--- src/common/opf_consts.svh ---
// constants for the optical frame builder
`ifndef OPF_CONSTS_SVH
`define OPF_CONSTS_SVH
// register byte offsets
`define OPF_CTRL_OFS   4'h0
`define OPF_EXT_OFS    4'h4
`define OPF_DIV_OFS    4'h8
`define OPF_DATA_OFS   4'hC
`define OPF_STAT_OFS   5'h10
// field positions
`define OPF_START_BIT  0
`define OPF_SYNC_BIT   1
`define OPF_BURST_BIT  4
`define OPF_DIM_BIT    14
`define OPF_C200_BIT   15
// reset values
`define OPF_CTRL_RST   32'h0000_0000
`define OPF_EXT_RST    32'h0000_3C00
`define OPF_DIV_RST    16'h0001
// preamble and check figures
`define OPF_FLP_MIN    10'h040
`define OPF_TDP_LEN    4'hF
`define OPF_TDP_REPS   2'h3
`define OPF_TAIL_LEN   10'h006
`define OPF_CRC16_POLY 16'h1021
`define OPF_CRC8_POLY  8'h07
// topology patterns, leftmost bit sent first
`define OPF_PAT_VIS    15'h7964
`define OPF_PAT_PEER   15'h0BBF
`define OPF_PAT_STAR   15'h4609
`define OPF_PAT_BCAST  15'h21A5
`endif

--- src/common/opf_pkg.sv ---
// types for the optical frame builder
`default_nettype none
package opf_pkg;
    typedef enum logic [3:0] {
        ST_IDLE, ST_FLP, ST_TDP, ST_HDR, ST_HCS, ST_TAIL, ST_EXT, ST_OPTIONAL_FIELD_CHECK, ST_PAY
    } opf_state_t;
    typedef enum logic [1:0] {
        CLS_FIRST, CLS_SECOND, CLS_THIRD, CLS_RSVD
    } opf_class_t;
    typedef struct packed {
        logic       valid;     // bit slot active
        logic       low_rate;  // header rate in force
        logic [2:0] bands;     // per light source bit
    } opf_line_t;
endpackage : opf_pkg
`default_nettype wire

--- src/core/opf_frame_builder.sv ---
// frame builder: avalon register slave, preamble, header and payload serialiser
`include "opf_consts.svh"
`default_nettype none
module opf_frame_builder #(
    parameter logic [2:0] LOW_BAND_ID = 3'h0,
    parameter int         DIV_W       = 16
) (
    input  wire logic             clk,
    input  wire logic             reset,
    input  wire logic [4:0]       address,
    input  wire logic             read,
    input  wire logic             write,
    input  wire logic [31:0]      writedata,
    output logic      [31:0]      readdata,
    output logic                  waitrequest,
    output opf_pkg::opf_line_t    line
);
    // divider width that the register and the tick compare can serve
    if (DIV_W < 2 || DIV_W > 16) begin : g_div_w_check
        $error("DIV_W out of range");
    end

    // ==========================================================
    // functions
    function automatic opf_pkg::opf_class_t mcs_class(input logic [5:0] m);
        if (m <= 6'h08) mcs_class = opf_pkg::CLS_FIRST;
        else if (m >= 6'h10 && m <= 6'h1D) mcs_class = opf_pkg::CLS_SECOND;
        else if (m >= 6'h20 && m <= 6'h26) mcs_class = opf_pkg::CLS_THIRD;
        else mcs_class = opf_pkg::CLS_RSVD;
    endfunction : mcs_class

    function automatic logic [15:0] crc16(input logic [15:0] c, input logic b);
        crc16 = {c[14:0], 1'b0} ^ ((c[15] ^ b) ? `OPF_CRC16_POLY : 16'h0000);
    endfunction : crc16

    function automatic logic [7:0] crc8(input logic [7:0] c, input logic b);
        crc8 = {c[6:0], 1'b0} ^ ((c[7] ^ b) ? `OPF_CRC8_POLY : 8'h00);
    endfunction : crc8

    // ==========================================================
    // registers and state
    logic [31:0]          ctrl_q;
    logic [31:0]          ext_q;
    logic [DIV_W-1:0]     div_q;
    logic [7:0]           data_q;
    logic                 full_q;
    logic                 start_q;
    logic                 wait_q;
    logic [31:0]          rdata_q;
    opf_pkg::opf_state_t  st_q;
    logic [DIV_W-1:0]     fdiv_q;
    logic [DIV_W-1:0]     dcnt_q;
    logic                 tick;
    logic [9:0]           cnt_q;
    logic [9:0]           flp_len_q;
    logic [1:0]           rep_q;
    logic [31:0]          sh_q;
    logic [15:0]          crc16_q;
    logic [7:0]           crc8_q;
    logic [15:0]          bytes_q;
    logic                 burst_pend_q;
    logic                 sync_q;
    logic                 dim_q;
    logic                 tail_q;
    logic                 three_q;
    logic [14:0]          pat_q;
    logic                 consume;
    opf_pkg::opf_line_t   line_q;
    logic [31:0]          rd_mux;
    logic                 req;
    logic                 take;
    logic                 busy;
    logic [5:0]           mcs_w;
    logic [7:0]           pay_q;
    logic                 pay_bit;

    assign req   = read | write;
    assign take  = req & ~wait_q;
    assign busy  = (st_q != opf_pkg::ST_IDLE) | start_q;
    assign mcs_w = ctrl_q[13:8];

    // ==========================================================
    // avalon read mux
    always_comb begin
        rd_mux = 32'h0000_0000;
        if (address[4:0] == {1'b0, `OPF_CTRL_OFS}) begin
            rd_mux = ctrl_q;
        end else if (address[4:0] == {1'b0, `OPF_EXT_OFS}) begin
            rd_mux = ext_q;
        end else if (address[4:0] == {1'b0, `OPF_DIV_OFS}) begin
            rd_mux = {{(32-DIV_W){1'b0}}, div_q};
        end else if (address[4:0] == `OPF_STAT_OFS) begin
            rd_mux = {27'h0, burst_pend_q, mcs_class(mcs_w), full_q, busy};
        end
    end

    // waitrequest: one wait cycle, data writes wait for free holding byte
    always_ff @(posedge clk) begin
        if (reset) begin
            wait_q  <= 1'b1;
            rdata_q <= 32'h0000_0000;
        end else if (!wait_q) begin
            wait_q <= 1'b1;
        end else if (req && !(write && full_q
                     && address == {1'b0, `OPF_DATA_OFS})) begin
            wait_q  <= 1'b0;
            rdata_q <= rd_mux;
        end
    end

    // software registers
    always_ff @(posedge clk) begin
        if (reset) begin
            ctrl_q  <= `OPF_CTRL_RST;
            ext_q   <= `OPF_EXT_RST;
            div_q   <= DIV_W'(`OPF_DIV_RST);
            start_q <= 1'b0;
        end else begin
            if (take && write && address == {1'b0, `OPF_CTRL_OFS}) begin
                ctrl_q  <= {writedata[31:1], 1'b0};
                start_q <= writedata[`OPF_START_BIT] & ~busy;
            end else if (st_q == opf_pkg::ST_IDLE && tick) begin
                start_q <= 1'b0;
            end
            if (take && write && address == {1'b0, `OPF_EXT_OFS}) begin
                ext_q <= writedata;
            end
            if (take && write && address == {1'b0, `OPF_DIV_OFS}) begin
                div_q <= writedata[DIV_W-1:0];
            end
        end
    end

    // payload holding byte, a new write wins over consumption
    always_ff @(posedge clk) begin
        if (reset) begin
            data_q <= 8'h00;
            full_q <= 1'b0;
        end else if (take && write && address == {1'b0, `OPF_DATA_OFS}) begin
            data_q <= writedata[7:0];
            full_q <= 1'b1;
        end else if (consume) begin
            full_q <= 1'b0;
        end
    end

    // ==========================================================
    // optical clock enable, divider latched per frame
    always_ff @(posedge clk) begin
        if (reset) begin
            dcnt_q <= '0;
            fdiv_q <= DIV_W'(`OPF_DIV_RST);
        end else begin
            if (st_q == opf_pkg::ST_IDLE && !start_q) begin
                fdiv_q <= div_q;
            end
            if (tick) begin
                dcnt_q <= '0;
            end else begin
                dcnt_q <= dcnt_q + 1'b1;
            end
        end
    end
    assign tick = (dcnt_q >= fdiv_q);

    assign consume = tick && st_q == opf_pkg::ST_PAY && cnt_q == 10'h000
                     && full_q && bytes_q != 16'h0000;

    // first payload bit straight from the holding byte, the rest from the copy
    assign pay_bit = (cnt_q == 10'h000) ? data_q[0] : pay_q[cnt_q[2:0]];

    // ==========================================================
    // transmit sequencer, one bit per optical tick
    always_ff @(posedge clk) begin
        if (reset) begin
            st_q         <= opf_pkg::ST_IDLE;
            cnt_q        <= 10'h000;
            flp_len_q    <= `OPF_FLP_MIN;
            rep_q        <= 2'h0;
            sh_q         <= 32'h0;
            crc16_q      <= 16'hFFFF;
            crc8_q       <= 8'hFF;
            bytes_q      <= 16'h0000;
            burst_pend_q <= 1'b0;
            sync_q       <= 1'b0;
            dim_q        <= 1'b0;
            tail_q       <= 1'b0;
            three_q      <= 1'b0;
            pat_q        <= `OPF_PAT_VIS;
            line_q       <= '0;
            pay_q        <= 8'h00;
        end else if (tick) begin
            line_q.valid    <= 1'b1;
            line_q.low_rate <= 1'b0;
            case (st_q)
                opf_pkg::ST_IDLE: begin
                    line_q <= '0;
                    cnt_q  <= 10'h000;
                    rep_q  <= 2'h0;
                    if (start_q) begin
                        sync_q    <= ctrl_q[`OPF_SYNC_BIT];
                        dim_q     <= ctrl_q[`OPF_DIM_BIT];
                        three_q   <= mcs_class(mcs_w) == opf_pkg::CLS_THIRD;
                        tail_q    <= ctrl_q[`OPF_C200_BIT]
                                     && mcs_class(mcs_w) == opf_pkg::CLS_FIRST;
                        bytes_q   <= ctrl_q[31:16];
                        flp_len_q <= `OPF_FLP_MIN + {1'b0, ext_q[31:24], 1'b0};
                        case (ctrl_q[3:2])
                            2'h0: pat_q <= `OPF_PAT_VIS;
                            2'h1: pat_q <= `OPF_PAT_PEER;
                            2'h2: pat_q <= `OPF_PAT_STAR;
                            default: pat_q <= `OPF_PAT_BCAST;
                        endcase
                        // header bits in send order, lowest bit first
                        sh_q <= {5'h00,
                                 ctrl_q[`OPF_DIM_BIT], ctrl_q[31:16], mcs_w,
                                 (mcs_class(mcs_w) == opf_pkg::CLS_THIRD)
                                     ? LOW_BAND_ID : ctrl_q[7:5],
                                 ctrl_q[`OPF_BURST_BIT]};
                        crc16_q <= 16'hFFFF;
                        crc8_q  <= 8'hFF;
                        if (burst_pend_q && !ctrl_q[`OPF_SYNC_BIT]) begin
                            st_q <= opf_pkg::ST_TDP;
                        end else begin
                            st_q <= opf_pkg::ST_FLP;
                        end
                    end
                end
                opf_pkg::ST_FLP: begin
                    // raw alternating bits, one first
                    line_q.bands <= {3{~cnt_q[0]}};
                    if (cnt_q == flp_len_q - 10'h001) begin
                        cnt_q <= 10'h000;
                        st_q  <= sync_q ? opf_pkg::ST_IDLE : opf_pkg::ST_TDP;
                    end else begin
                        cnt_q <= cnt_q + 10'h001;
                    end
                end
                opf_pkg::ST_TDP: begin
                    line_q.bands <= {3{pat_q[4'hE - cnt_q[3:0]] ^ rep_q[0]}};
                    if (cnt_q[3:0] == `OPF_TDP_LEN - 4'h1) begin
                        cnt_q <= 10'h000;
                        rep_q <= rep_q + 2'h1;
                        if (rep_q == `OPF_TDP_REPS) begin
                            st_q <= opf_pkg::ST_HDR;
                        end
                    end else begin
                        cnt_q <= cnt_q + 10'h001;
                    end
                end
                opf_pkg::ST_HDR: begin
                    line_q.low_rate <= 1'b1;
                    line_q.bands    <= three_q ? {3{sh_q[0]}} : {2'b00, sh_q[0]};
                    crc16_q <= crc16(crc16_q, sh_q[0]);
                    sh_q    <= {1'b0, sh_q[31:1]};
                    if (cnt_q == 10'h01F) begin
                        cnt_q <= 10'h000;
                        st_q  <= opf_pkg::ST_HCS;
                    end else begin
                        cnt_q <= cnt_q + 10'h001;
                    end
                end
                opf_pkg::ST_HCS: begin
                    line_q.low_rate <= 1'b1;
                    line_q.bands    <= three_q ? {3{crc16_q[15]}} : {2'b00, crc16_q[15]};
                    crc16_q <= {crc16_q[14:0], 1'b0};
                    sh_q    <= {8'h00, ext_q[23:0]};
                    if (cnt_q == 10'h00F) begin
                        cnt_q <= 10'h000;
                        st_q  <= tail_q ? opf_pkg::ST_TAIL
                               : dim_q ? opf_pkg::ST_EXT : opf_pkg::ST_PAY;
                    end else begin
                        cnt_q <= cnt_q + 10'h001;
                    end
                end
                opf_pkg::ST_TAIL: begin
                    line_q.bands <= 3'b000;
                    if (cnt_q == `OPF_TAIL_LEN - 10'h001) begin
                        cnt_q <= 10'h000;
                        st_q  <= dim_q ? opf_pkg::ST_EXT : opf_pkg::ST_PAY;
                    end else begin
                        cnt_q <= cnt_q + 10'h001;
                    end
                end
                opf_pkg::ST_EXT: begin
                    // compensation, resync, subframe lengths
                    line_q.bands <= {2'b00, sh_q[0]};
                    crc8_q <= crc8(crc8_q, sh_q[0]);
                    sh_q   <= {1'b0, sh_q[31:1]};
                    if (cnt_q == 10'h017) begin
                        cnt_q <= 10'h000;
                        st_q  <= opf_pkg::ST_OPTIONAL_FIELD_CHECK;
                    end else begin
                        cnt_q <= cnt_q + 10'h001;
                    end
                end
                opf_pkg::ST_OPTIONAL_FIELD_CHECK: begin
                    line_q.bands <= {2'b00, crc8_q[7]};
                    crc8_q <= {crc8_q[6:0], 1'b0};
                    if (cnt_q == 10'h007) begin
                        cnt_q <= 10'h000;
                        st_q  <= opf_pkg::ST_PAY;
                    end else begin
                        cnt_q <= cnt_q + 10'h001;
                    end
                end
                opf_pkg::ST_PAY: begin
                    if (bytes_q == 16'h0000 && cnt_q == 10'h000) begin
                        line_q       <= '0;
                        burst_pend_q <= ctrl_q[`OPF_BURST_BIT];
                        st_q         <= opf_pkg::ST_IDLE;
                    end else if (cnt_q == 10'h000 && !full_q) begin
                        line_q.valid <= 1'b0;                                    // stall
                        line_q.bands <= 3'b000;
                    end else begin
                        // payload byte, lowest bit first; the copy keeps a refill
                        // of the holding byte from spoiling the byte on the line
                        line_q.bands <= three_q ? {3{pay_bit}}
                                                : {2'b00, pay_bit};
                        if (cnt_q == 10'h000) begin
                            pay_q <= data_q;
                        end
                        if (cnt_q == 10'h007) begin
                            cnt_q   <= 10'h000;
                            bytes_q <= bytes_q - 16'h0001;
                        end else begin
                            cnt_q <= cnt_q + 10'h001;
                        end
                    end
                end
                default: st_q <= opf_pkg::ST_IDLE;
            endcase
        end
    end

    // ==========================================================
    // outputs
    assign readdata    = rdata_q;
    assign waitrequest = wait_q;
    assign line        = line_q;
endmodule : opf_frame_builder
`default_nettype wire

--- config.mk ---
export PLATFORM = sky130hd
export DESIGN_NAME = opf_frame_builder
export DESIGN_NICKNAME = d
export VERILOG_FILES = /design/src/common/opf_pkg.sv /design/src/core/opf_frame_builder.sv
export VERILOG_INCLUDE_DIRS = /design/src /design/src/common
export SDC_FILE = /design/constraint.sdc
export NUM_CORES = 1
export LEC_CHECK = 0
export BUFFER_PORTS_ARGS = -buffer_cell sky130_fd_sc_hd__buf_2
export CAP_MARGIN = 20
export CORE_MARGIN = 10
export CORE_UTILIZATION = 30
export DETAILED_ROUTE_END_ITERATION = 16
export GPL_TIMING_DRIVEN = 0
export HOLD_SLACK_MARGIN = 0.08
export PLACE_DENSITY = 0.52
export SLEW_MARGIN = 20
export SYNTH_ARGS = -nofsm -noshare
export SYNTH_HDL_FRONTEND = slang
export SYNTH_SLANG_ARGS = --single-unit
--- constraint.sdc ---
create_clock -name clk -period 6.96 [get_ports clk]
set_input_delay 1.392 -clock clk [delete_from_list [all_inputs] [get_ports clk]]
set_output_delay 1.392 -clock clk [all_outputs]
set_load 0.005 [all_outputs]
; Word-level counts from Yosys, hierarchy flattened
; Cells that the tools add are included.
[totals]
memories = 0
regBits = 285
mem_bits_ro = 0
latch_bits = 0
input_bits = 41
wordCells = 224
ram_bits = 0
[op_classes]
mux = 73
mul = 0
n_eq_ne = 36
order_cmp = 8
n_bitwise = 14
div_mod_pow = 0
shift = 0
reduce_logical = 58
n_addsub = 7
[op_table]
columns = cell, count
row1 = 16-bit 2-to-1 mux, 6
row2 = 32-bit 2-to-1 mux, 3
row3 = 32-bit case mux with 3 select lines, 1
row4 = 10-bit 2-to-1 mux, 9
row5 = 10-bit case mux with 9 select lines, 1
row6 = 4-bit 2-to-1 mux, 12
row7 = 16-bit case mux with 3 select lines, 1
row8 = 15-bit case mux with 3 select lines, 1
row9 = 4-bit case mux with 9 select lines, 1
row10 = 16-bit case mux with 2 select lines, 1
row11 = 3-bit case mux with 8 select lines, 1
row12 = 8-bit case mux with 3 select lines, 1
row13 = "2-bit != test, second input constant", 11
row14 = 3-bit 2-to-1 mux, 7
row15 = "10-bit by 3-bit equality test with 1-bit output, second input constant", 2
row16 = "10-bit by 5-bit equality test with 1-bit output, second input constant", 2
row17 = 1-bit logical AND, 20
row18 = 2-bit 2-to-1 mux, 9
row19 = 3-bit AND reduction, 6
row20 = "16-bit by 1-bit adder with 16-bit output, second input constant", 1
row21 = "4-bit by 3-bit equality test with 1-bit output, second input constant", 4
row22 = 16-bit greater-or-equal comparator, 1
row23 = 16-bit zero test, 1
row24 = 16-bit nonzero test, 1
row25 = 54 further kinds, 93

; Longest topological paths before layout
; Gate-level depths: netlist (run 1).
[logic_depth]
ltp_word = 13
ltp_mapped = 11
ltp_nobuf = 9

; Least setup slack after synthesis (run 1)
; No wires, ideal clock.
[synth_path]
path_type = in2reg
start = input port address[4]
end = register rdata_q[31] (netlist: readdata[31])
setup_slack_ns = 3.853
t_arrival_ns = 2.980
path_buffers = 2
path_stages = 9
setup_ns = 0.128
required_ns = 6.832
cell_sequence = nor3_1 -> and2_1 -> clkbuf_1 -> nand4_1 -> o211ai_1 -> clkbuf_1 -> nor3_1 -> a21oi_1 -> nor2_1
[synth_via]
elab_chain_cells = 5
[synth_rtl]
columns = element, line_no
row1 = "start, declared", opf_frame_builder.sv:10  ; input wire logic [4:0] address,
row2 = 5-bit by 4-bit equality test with 1-bit output, opf_frame_builder.sv:105  ; && address == {1'b0, `OPF_DATA_OFS})) begin
row3 = 1-bit logical AND, opf_frame_builder.sv:104  ; end else if (req && !(write && full_q
row4 = 1-bit zero test, opf_frame_builder.sv:104
row5 = 1-bit logical AND, opf_frame_builder.sv:104
row6 = 2-bit AND reduction (no line), -
row7 = "end signal, assigned", opf_frame_builder.sv:107  ; rdata_q <= rd_mux;
row8 = "end, declared", opf_frame_builder.sv:49  ; logic [31:0] rdata_q;
; Parallel ways exist; a longest one is shown, timed or not.
; A chain may end at the register's enable or synchronous reset.

; Worst setup path in the final report (run 1)
[layout_path]
start = input port address[4]
end = register rdata_q[26] (netlist: readdata[26])
; The elaborated chain is that of the path after synthesis.

==> results of run 1 <==
## worst register-to-register path, delay by kind of cell (launching register included)
family                   cells  cell delay, ns
AND/OR/NAND/NOR              3            1.27
adder cells (fa/ha/maj)      1            0.26
flip-flops                   1            0.39
buffers and inverters        2            0.58
AO/OA/AOI/OAI                4            0.98
## metal layers
metal / up-vias / GRT usage (%) / share of wire, %
li1: 5805 / - / -
met1: 5677 / 23.3 / 48
met2: 361 / 26.0 / 44
met3: 66 / 2.90 / 5.7
met4: 2 / 4.20 / 2.4
met5: - / 0 / 0.030
## logic make-up (layout without fill, tap and decap cells)
kind of cell | after synthesis | in the layout | share of synthesized area (%)
AND/OR/NAND/NOR | 668 | 668 | 23.2
AO/OA/AOI/OAI | 380 | 380 | 18.8
flip-flops | 273 | 273 | 43.2
buffers and inverters | 154 | 289 | 4.74
multiplexers | 47 | 47 | 4.12
XOR/XNOR | 39 | 39 | 2.76
adder cells (fa/ha/maj) | 32 | 32 | 3.16
## placed cells by master, fill, tap and decap left out, types with 4 or more instances in the layout
| master | count |
|---|---|
| a211oi_1 | 28 |
| a21oi_1 | 169 |
| a221oi_1 | 4 |
| a22oi_1 | 38 |
| a311oi_1 | 23 |
| a31oi_1 | 5 |
| and3_1 | 8 |
| buf_2 | 80 |
| clkbuf_1 | 120 |
| clkbuf_16 | 31 |
| clkbuf_8 | 4 |
| clkinv_2 | 9 |
| dfxtp_1 | 273 |
| ha_1 | 32 |
| inv_1 | 37 |
| mux2i_1 | 42 |
| mux4_2 | 4 |
| nand2_1 | 330 |
| nand2b_1 | 8 |
| nand3_1 | 35 |
| nand3b_1 | 7 |
| nand4_1 | 9 |
| nor2_1 | 163 |
| nor3_1 | 52 |
| nor3b_1 | 7 |
| nor4_1 | 11 |
| o211ai_1 | 10 |
| o21ai_0 | 33 |
| o21ai_1 | 8 |
| o22ai_1 | 25 |
| or3_1 | 4 |
| xnor2_1 | 22 |
| xor2_1 | 16 |
## report_power, final
group	switching, W	total, W	internal, W
clock network	0.000666	0.00152	0.000858
logic	0.000496	0.000699	0.000203
registers	0.0000477	0.00168	0.00163
total	0.00121	0.00390	0.00270
## per-stage QoR
step           total power [W]  util [%]  std cells  setup slack (ns)
6_report               0.00390      35.0       2267              3.35
5_1_grt                0.00407      35.0       2267              3.15
4_1_cts                0.00393      35.0       2267              3.43
3_5_place_dp           0.00241      32.8       2211              2.86
3_3_place_gp           0.00241      32.8       2210              2.79
2_1_floorplan          0.00215         -       1593              3.85
## how the worst min path moves through the flow
stage	depth (start not counted)	slack, ns	endpoint	start
after floorplan	2	0.43	pat_q[10]$_SDFFE_PP0P_	pat_q[10]$_SDFFE_PP0P_
after global placement	2	0.45	sync_q$_SDFFE_PP0P_	sync_q$_SDFFE_PP0P_
after detailed placement	2	0.45	fdiv_q[1]$_SDFFE_PP0P_	fdiv_q[1]$_SDFFE_PP0P_
after CTS	2	0.46	fdiv_q[1]$_SDFFE_PP0P_	fdiv_q[1]$_SDFFE_PP0P_
after global routing	2	0.48	fdiv_q[7]$_SDFFE_PP0P_	fdiv_q[7]$_SDFFE_PP0P_
final	2	0.46	fdiv_q[7]$_SDFFE_PP0P_	fdiv_q[7]$_SDFFE_PP0P_
## registers in the layout, indices dropped and copies added, names as in the netlist, 9 cells and up
name       cells
sh_q          27
ext_q         32
readdata      32
fdiv_q        16
div_q         16
flp_len_q      9
cnt_q         10
dcnt_q        16
pat_q         10
ctrl_q        31
crc16_q       16
bytes_q       16
## cell type report
| class | count | area, um2 |
|---|---|---|
| Sequential cell | 273 | 5470 |
| Clock buffer | 46 | 872 |
| Fill cell | 4490 | 27200 |
| Clock inverter | 10 | 52.6 |
| Multi-Input combinational cell | 1166 | 6600 |
| Buffer | 116 | 457 |
| Inverter | 38 | 143 |
| Timing Repair Buffer | 79 | 398 |
| Tap cell | 539 | 674 |
==> impl_metrics.toml, run 1 <==
[critical_path]
startpoint_type = "input port"
crit_fanout = 10
endpoint = "readdata[26]$_SDFFE_PP0P_"
r2r_slack_ns = 3.40
worstSetupEndpointType = "register"
worst-setup-path-type = "in2reg"
slowest_delay_ns = 0.49
path_cells = "buf_2 -> nor3_1 -> and2_1 -> clkbuf_1 -> nand4_1 -> o211ai_1 -> buf_4 -> clkbuf_1 -> nor3_1 -> a21oi_1 -> nor2_1"
required_ns = 7.40
rr_worst_depth = 10
crit_family = "buffers and inverters"
worstReg2RegEnd = "dim_q$_SDFFE_PP0P_"
r2r-start = "dcnt_q[0]$_SDFF_PP0_"
slowest_stage = "clkbuf_1"
cp_data_arrival_time_ns = 4.06
cp_num_cells = 11
crit_buf_inv = 4
cp-startpoint = "address[4]"

[placed_design]
port_buffers = 78
placed_area_um2 = 13700
place_congestion = 0.896
dp.final_hpwl_um = 32800

[timing]
hold_viol_final = 0
period_share_pct = 51.9
timing.fmax_ghz = 0.277
rsz0062_at_grt = "false"
worstMarginPinSlew_ns = 1.08
fin_skew_ns = 0.0110
fin_crit_ns = 3.61
setup_viol = 0
holdWs_ns = 0.456
drv_slew = 0
fin_tns_setup_ns = 0
slew_headroom_pct = 27.3

[clock_tree]
cts_tree = "built"
clk_latency_ns = 0.57
cts_sinks = 273
post_cts_buffers = 0
cts-resized-gates = 0
cts_made_buffers = 30
clockRootBuffer = "clkbuf_16"
cts_buffer_depth = 3
path_clk_slew_ns = 0.06
cts_max_level = 1
holdBufCountCts = 0

[route]
drt_pass1_iterations = 5
via_per_inst = 5.25
vias = 11911
drc = 0
drt-initial-drc-count = 979
wl_per_cell_um = 19.3
ant_nets = 0
routed_wl_um = 43700

[grt]
grt_pass1_vias = 11337
grt_max_degree = 15
grt_pass1_wl_um = 66900
grt_overflow = 0
globalRouteTotalUtil_pct = 16.7
antenna_found_initial = 2

[worst_hold_path]
min_path_type = "reg2reg"

[job]
maxCapViolCount = 0

[floorplanning]
die_h_um = 225
ios = 79
design.core.area_um2 = 41900
core.rowCount = 75
dieWidth_um = 225
dieArea_um2 = 50800
initial_core_util_pct = 30.2

[logic_synthesis]
synth.cell_area_um2 = 12700
syn_area_per_cell_um2 = 7.94
yosysMostFrequentCell = "nand2_1"
ys_seq_area_share_pct = 43.2
ys_top_cells_by_area = "dfxtp_1 43%, nand2_1 9.8%, a21oi_1 6.7%"
synth_cell_type_count = 77
synth.top_cells.by_count = "330 x nand2_1, 273 x dfxtp_1, 169 x a21oi_1"
ys_async_sr_fraction_pct = 0
synth-edff-count = 0
post-synth-top-area-cell = "dfxtp_1"
postSynthNetCount = 1666
ys_warn_count = 0
synth_ff_type = "dfxtp_1"
ys_ff_latch = 273
synth_top_area_share_pct = 43.2
netlist_instances = 1593

[run_status]
status = "finished, final reports clean"

[pwr]
peakVddDrop_v = 0.000207
p_per_area_nw_per_um2 = 266
p_leak_nw = 5.07

[layout]
nets = 1777
syn_to_final_growth_pct = 15.8
drive_above_1_share_pct = 8.74
antenna_cells = 0
final_area_um2 = 14700
(Power assumes the default switching activity.)
==> run 2: changes to the inputs <==
--- a/config.mk
+++ b/config.mk
@@ -6,6 +6,7 @@
 export SDC_FILE = /design/constraint.sdc
 export NUM_CORES = 1
 export LEC_CHECK = 0
+export ABC_AREA = 1
 export BUFFER_PORTS_ARGS = -buffer_cell sky130_fd_sc_hd__buf_2
 export CAP_MARGIN = 20
 export CORE_MARGIN = 10
@@ -13,7 +14,7 @@
 export DETAILED_ROUTE_END_ITERATION = 16
 export GPL_TIMING_DRIVEN = 0
 export HOLD_SLACK_MARGIN = 0.08
-export PLACE_DENSITY = 0.52
+export PLACE_DENSITY = 0.54
 export SLEW_MARGIN = 20
 export SYNTH_ARGS = -nofsm -noshare
 export SYNTH_HDL_FRONTEND = slang
==> constraint.sdc (replaced) <==
create_clock -name clk -period 3.3 [get_ports clk]
set_input_delay 0.66 -clock clk [delete_from_list [all_inputs] [get_ports clk]]
set_output_delay 0.66 -clock clk [all_outputs]
set_load 0.005 [all_outputs]
==> run 2 against run 1 <==
  * Global-route usage rose by 0.34 points
  * Wire length rose by 0.57%
  * Sequential share of layout area shrank 0.62 points
  * Hold slack got worse by 0.089 ns
  * Critical endpoint is now pay_q[6]$_SDFFE_PP0P_
  * Largest power group is now the clock network
  * Highest routed layer is now met4
==> impl_metrics.toml, run 2 <==
[run_status]
status = "finished, final reports clean"

[layout]
final_common_cell = "dfxtp_1"
final_cell_count_no_fill = 2411
syn_to_final_growth_pct = 17.4
final_cell_mix = "273 x dfxtp_1, 243 x nand2_1, 229 x nor2_1, 223 x o21ai_0, 177 x a21oi_1"
nets = 1922
antenna_cells = 0
drive_above_1_share_pct = 10.7

[grt]
globalRouteTotalUtil_pct = 17.0
grt_overflow = 0
grt_pass1_wl_um = 68100
grt.busiest_layer = "met2"
gr-usage-met3_pct = 2.94
grt_use_met1_pct = 21.3
grtUsageMet2_pct = 28.3
antenna_found_initial = 0
grt_max_degree = 13
grt_pass1_vias = 12010

[critical_path]
startpoint_type = "register"
crit_fanout = 11
worst-setup-path-type = "reg2reg"
r2r_slack_ns = 0.56
required_ns = 3.72
cp-startpoint = "cnt_q[0]$_SDFFE_PP0P_"
r2r-start = "cnt_q[0]$_SDFFE_PP0P_"
cp_data_arrival_time_ns = 3.16
worstSetupEndpointType = "register"

[route]
vias = 12506
via_per_inst = 5.19
ant_nets = 0
drc = 0
drt_pass1_iterations = 5
drt-initial-drc-count = 946
routed_wl_um = 43900
wl_per_cell_um = 18.2

[timing]
worstMarginPinSlew_ns = 0.842
fin_skew_ns = 0.0238
period_share_pct = 83.1
timing.fmax_ghz = 0.365
slew_headroom_pct = 43.9
rsz0062_at_grt = "false"
hold_viol_final = 0
fin_tns_setup_ns = 0
fin_crit_ns = 2.74
setup_viol = 0
drv_slew = 0

[clock_tree]
clk_latency_ns = 0.55
path_clk_slew_ns = 0.06
cts_made_buffers = 34
clockRootBuffer = "clkbuf_16"
cts-resized-gates = 0
holdBufCountCts = 0
cts_sinks = 273
cts_tree = "built"
post_cts_buffers = 0
cts_buffer_depth = 3
cts_max_level = 2

[logic_synthesis]
netlist_instances = 1736
synth-edff-count = 0
synth_cell_type_count = 51
ys_top_cells_by_area = "dfxtp_1 43%, o21ai_0 8.8%, nand2_1 7.2%"
synth_compound_gate_area_share_pct = 22.7
synth_top_area_share_pct = 43.1
synth_simple_gate_area_share_pct = 21.7
synth_top_family_by_area = "compound AO/OA/AOI/OAI gates"
synth.top_cells.by_count = "273 x dfxtp_1, 243 x nand2_1, 229 x nor2_1"
synthAdderAreaFrac_pct = 3.15
ys_ff_latch = 273
yosysMostFrequentCell = "dfxtp_1"
syn_area_per_cell_um2 = 7.31
synth_mux_area_share_pct = 0
postSynthNetCount = 1809
synth.cell_area_um2 = 12700
ys_seq_area_share_pct = 43.1
ys_async_sr_fraction_pct = 0
synth_ff_type = "dfxtp_1"
ys_warn_count = 0
post-synth-top-area-cell = "dfxtp_1"
synth_xor_area_share_pct = 1.45

[pwr]
p_leak_nw = 5.98
peakVddDrop_v = 0.000300
p_per_area_nw_per_um2 = 597

[floorplanning]
dieArea_um2 = 50900
dieWidth_um = 226
core.rowCount = 75
initial_core_util_pct = 30.3
design.core.area_um2 = 41900
die_h_um = 226
ios = 79

[worst_hold_path]
min_path_type = "in2reg"
hp-start = "writedata[16]"

[job]
maxCapViolCount = 0

[placed_design]
place_congestion = 0.908
port_buffers = 77
dp.cells = 2352
dp.final_hpwl_um = 33300
==> run 2: final timing paths <==
check	endpoint	cells after the start
worst min-delay path	ext_q[16]$_SDFFE_PP0P_	3
worst min register to register	crc16_q[1]$_SDFFE_PP1P_	2
worst max-delay path	pay_q[6]$_SDFFE_PP0P_	10
worst max register to register	pay_q[6]$_SDFFE_PP0P_	10
==> run 2: cell type report <==
class	instances	area, um2
plain buffers	87	388
multi-input cells	1215	6230
clock inverters	8	93.8
inverters	161	612
repair buffers	77	385
flip-flops and latches	273	5470
clock buffers	51	1060
fillers	4513	26900
well taps	539	674
==> run 2: cell families after synthesis <==
group	after synthesis
AOI/OAI and AO/OA	523
xor gates and xnor gates	21
adders and majority gates	32
buffers and inverters	248
DFF	273
and+or+nand+nor	639
==> run 2: stage by stage <==
stage	area [um2]	setup WS [ns]	power, W	utilization [%]	hold WS, ns
2_1_floorplan	12700	1.27	0.00461	-	0.428
3_3_place_gp	13800	0.228	0.00515	32.9	0.436
3_5_place_dp	13800	0.203	0.00516	32.9	0.443
4_1_cts	14900	0.584	0.00896	35.6	0.349
5_1_grt	14900	0.309	0.00929	35.6	0.378
6_report	14900	0.557	0.00890	35.6	0.366
==> run 2: metal layers <==
layer,share of wire (%),up-vias
met5,0,-
met4,3.7,0
met3,5.6,91
met2,47,390
met1,44,5899
li1,-,6126
==> run 2: power by group <==
part           internal [W]  leakage [nW]  switching (W)  total, W
sequential          0.00345          2.21      0.0000968   0.00355
clock               0.00229         0.566        0.00149   0.00379
combinational      0.000441          3.21        0.00112   0.00156
total               0.00619          5.98        0.00271   0.00890
==> run 2: critical path, cell delays in order, from the launching register on <==
cell      delay, ns
dfxtp_1        0.42
inv_1          0.13
clkbuf_1       0.42
ha_1           0.25
nand2_1        0.06
nor3_1         0.46
nand3_1        0.18
nor2_2         0.36
inv_2          0.14
nor2_1         0.14
nor2_1         0.06
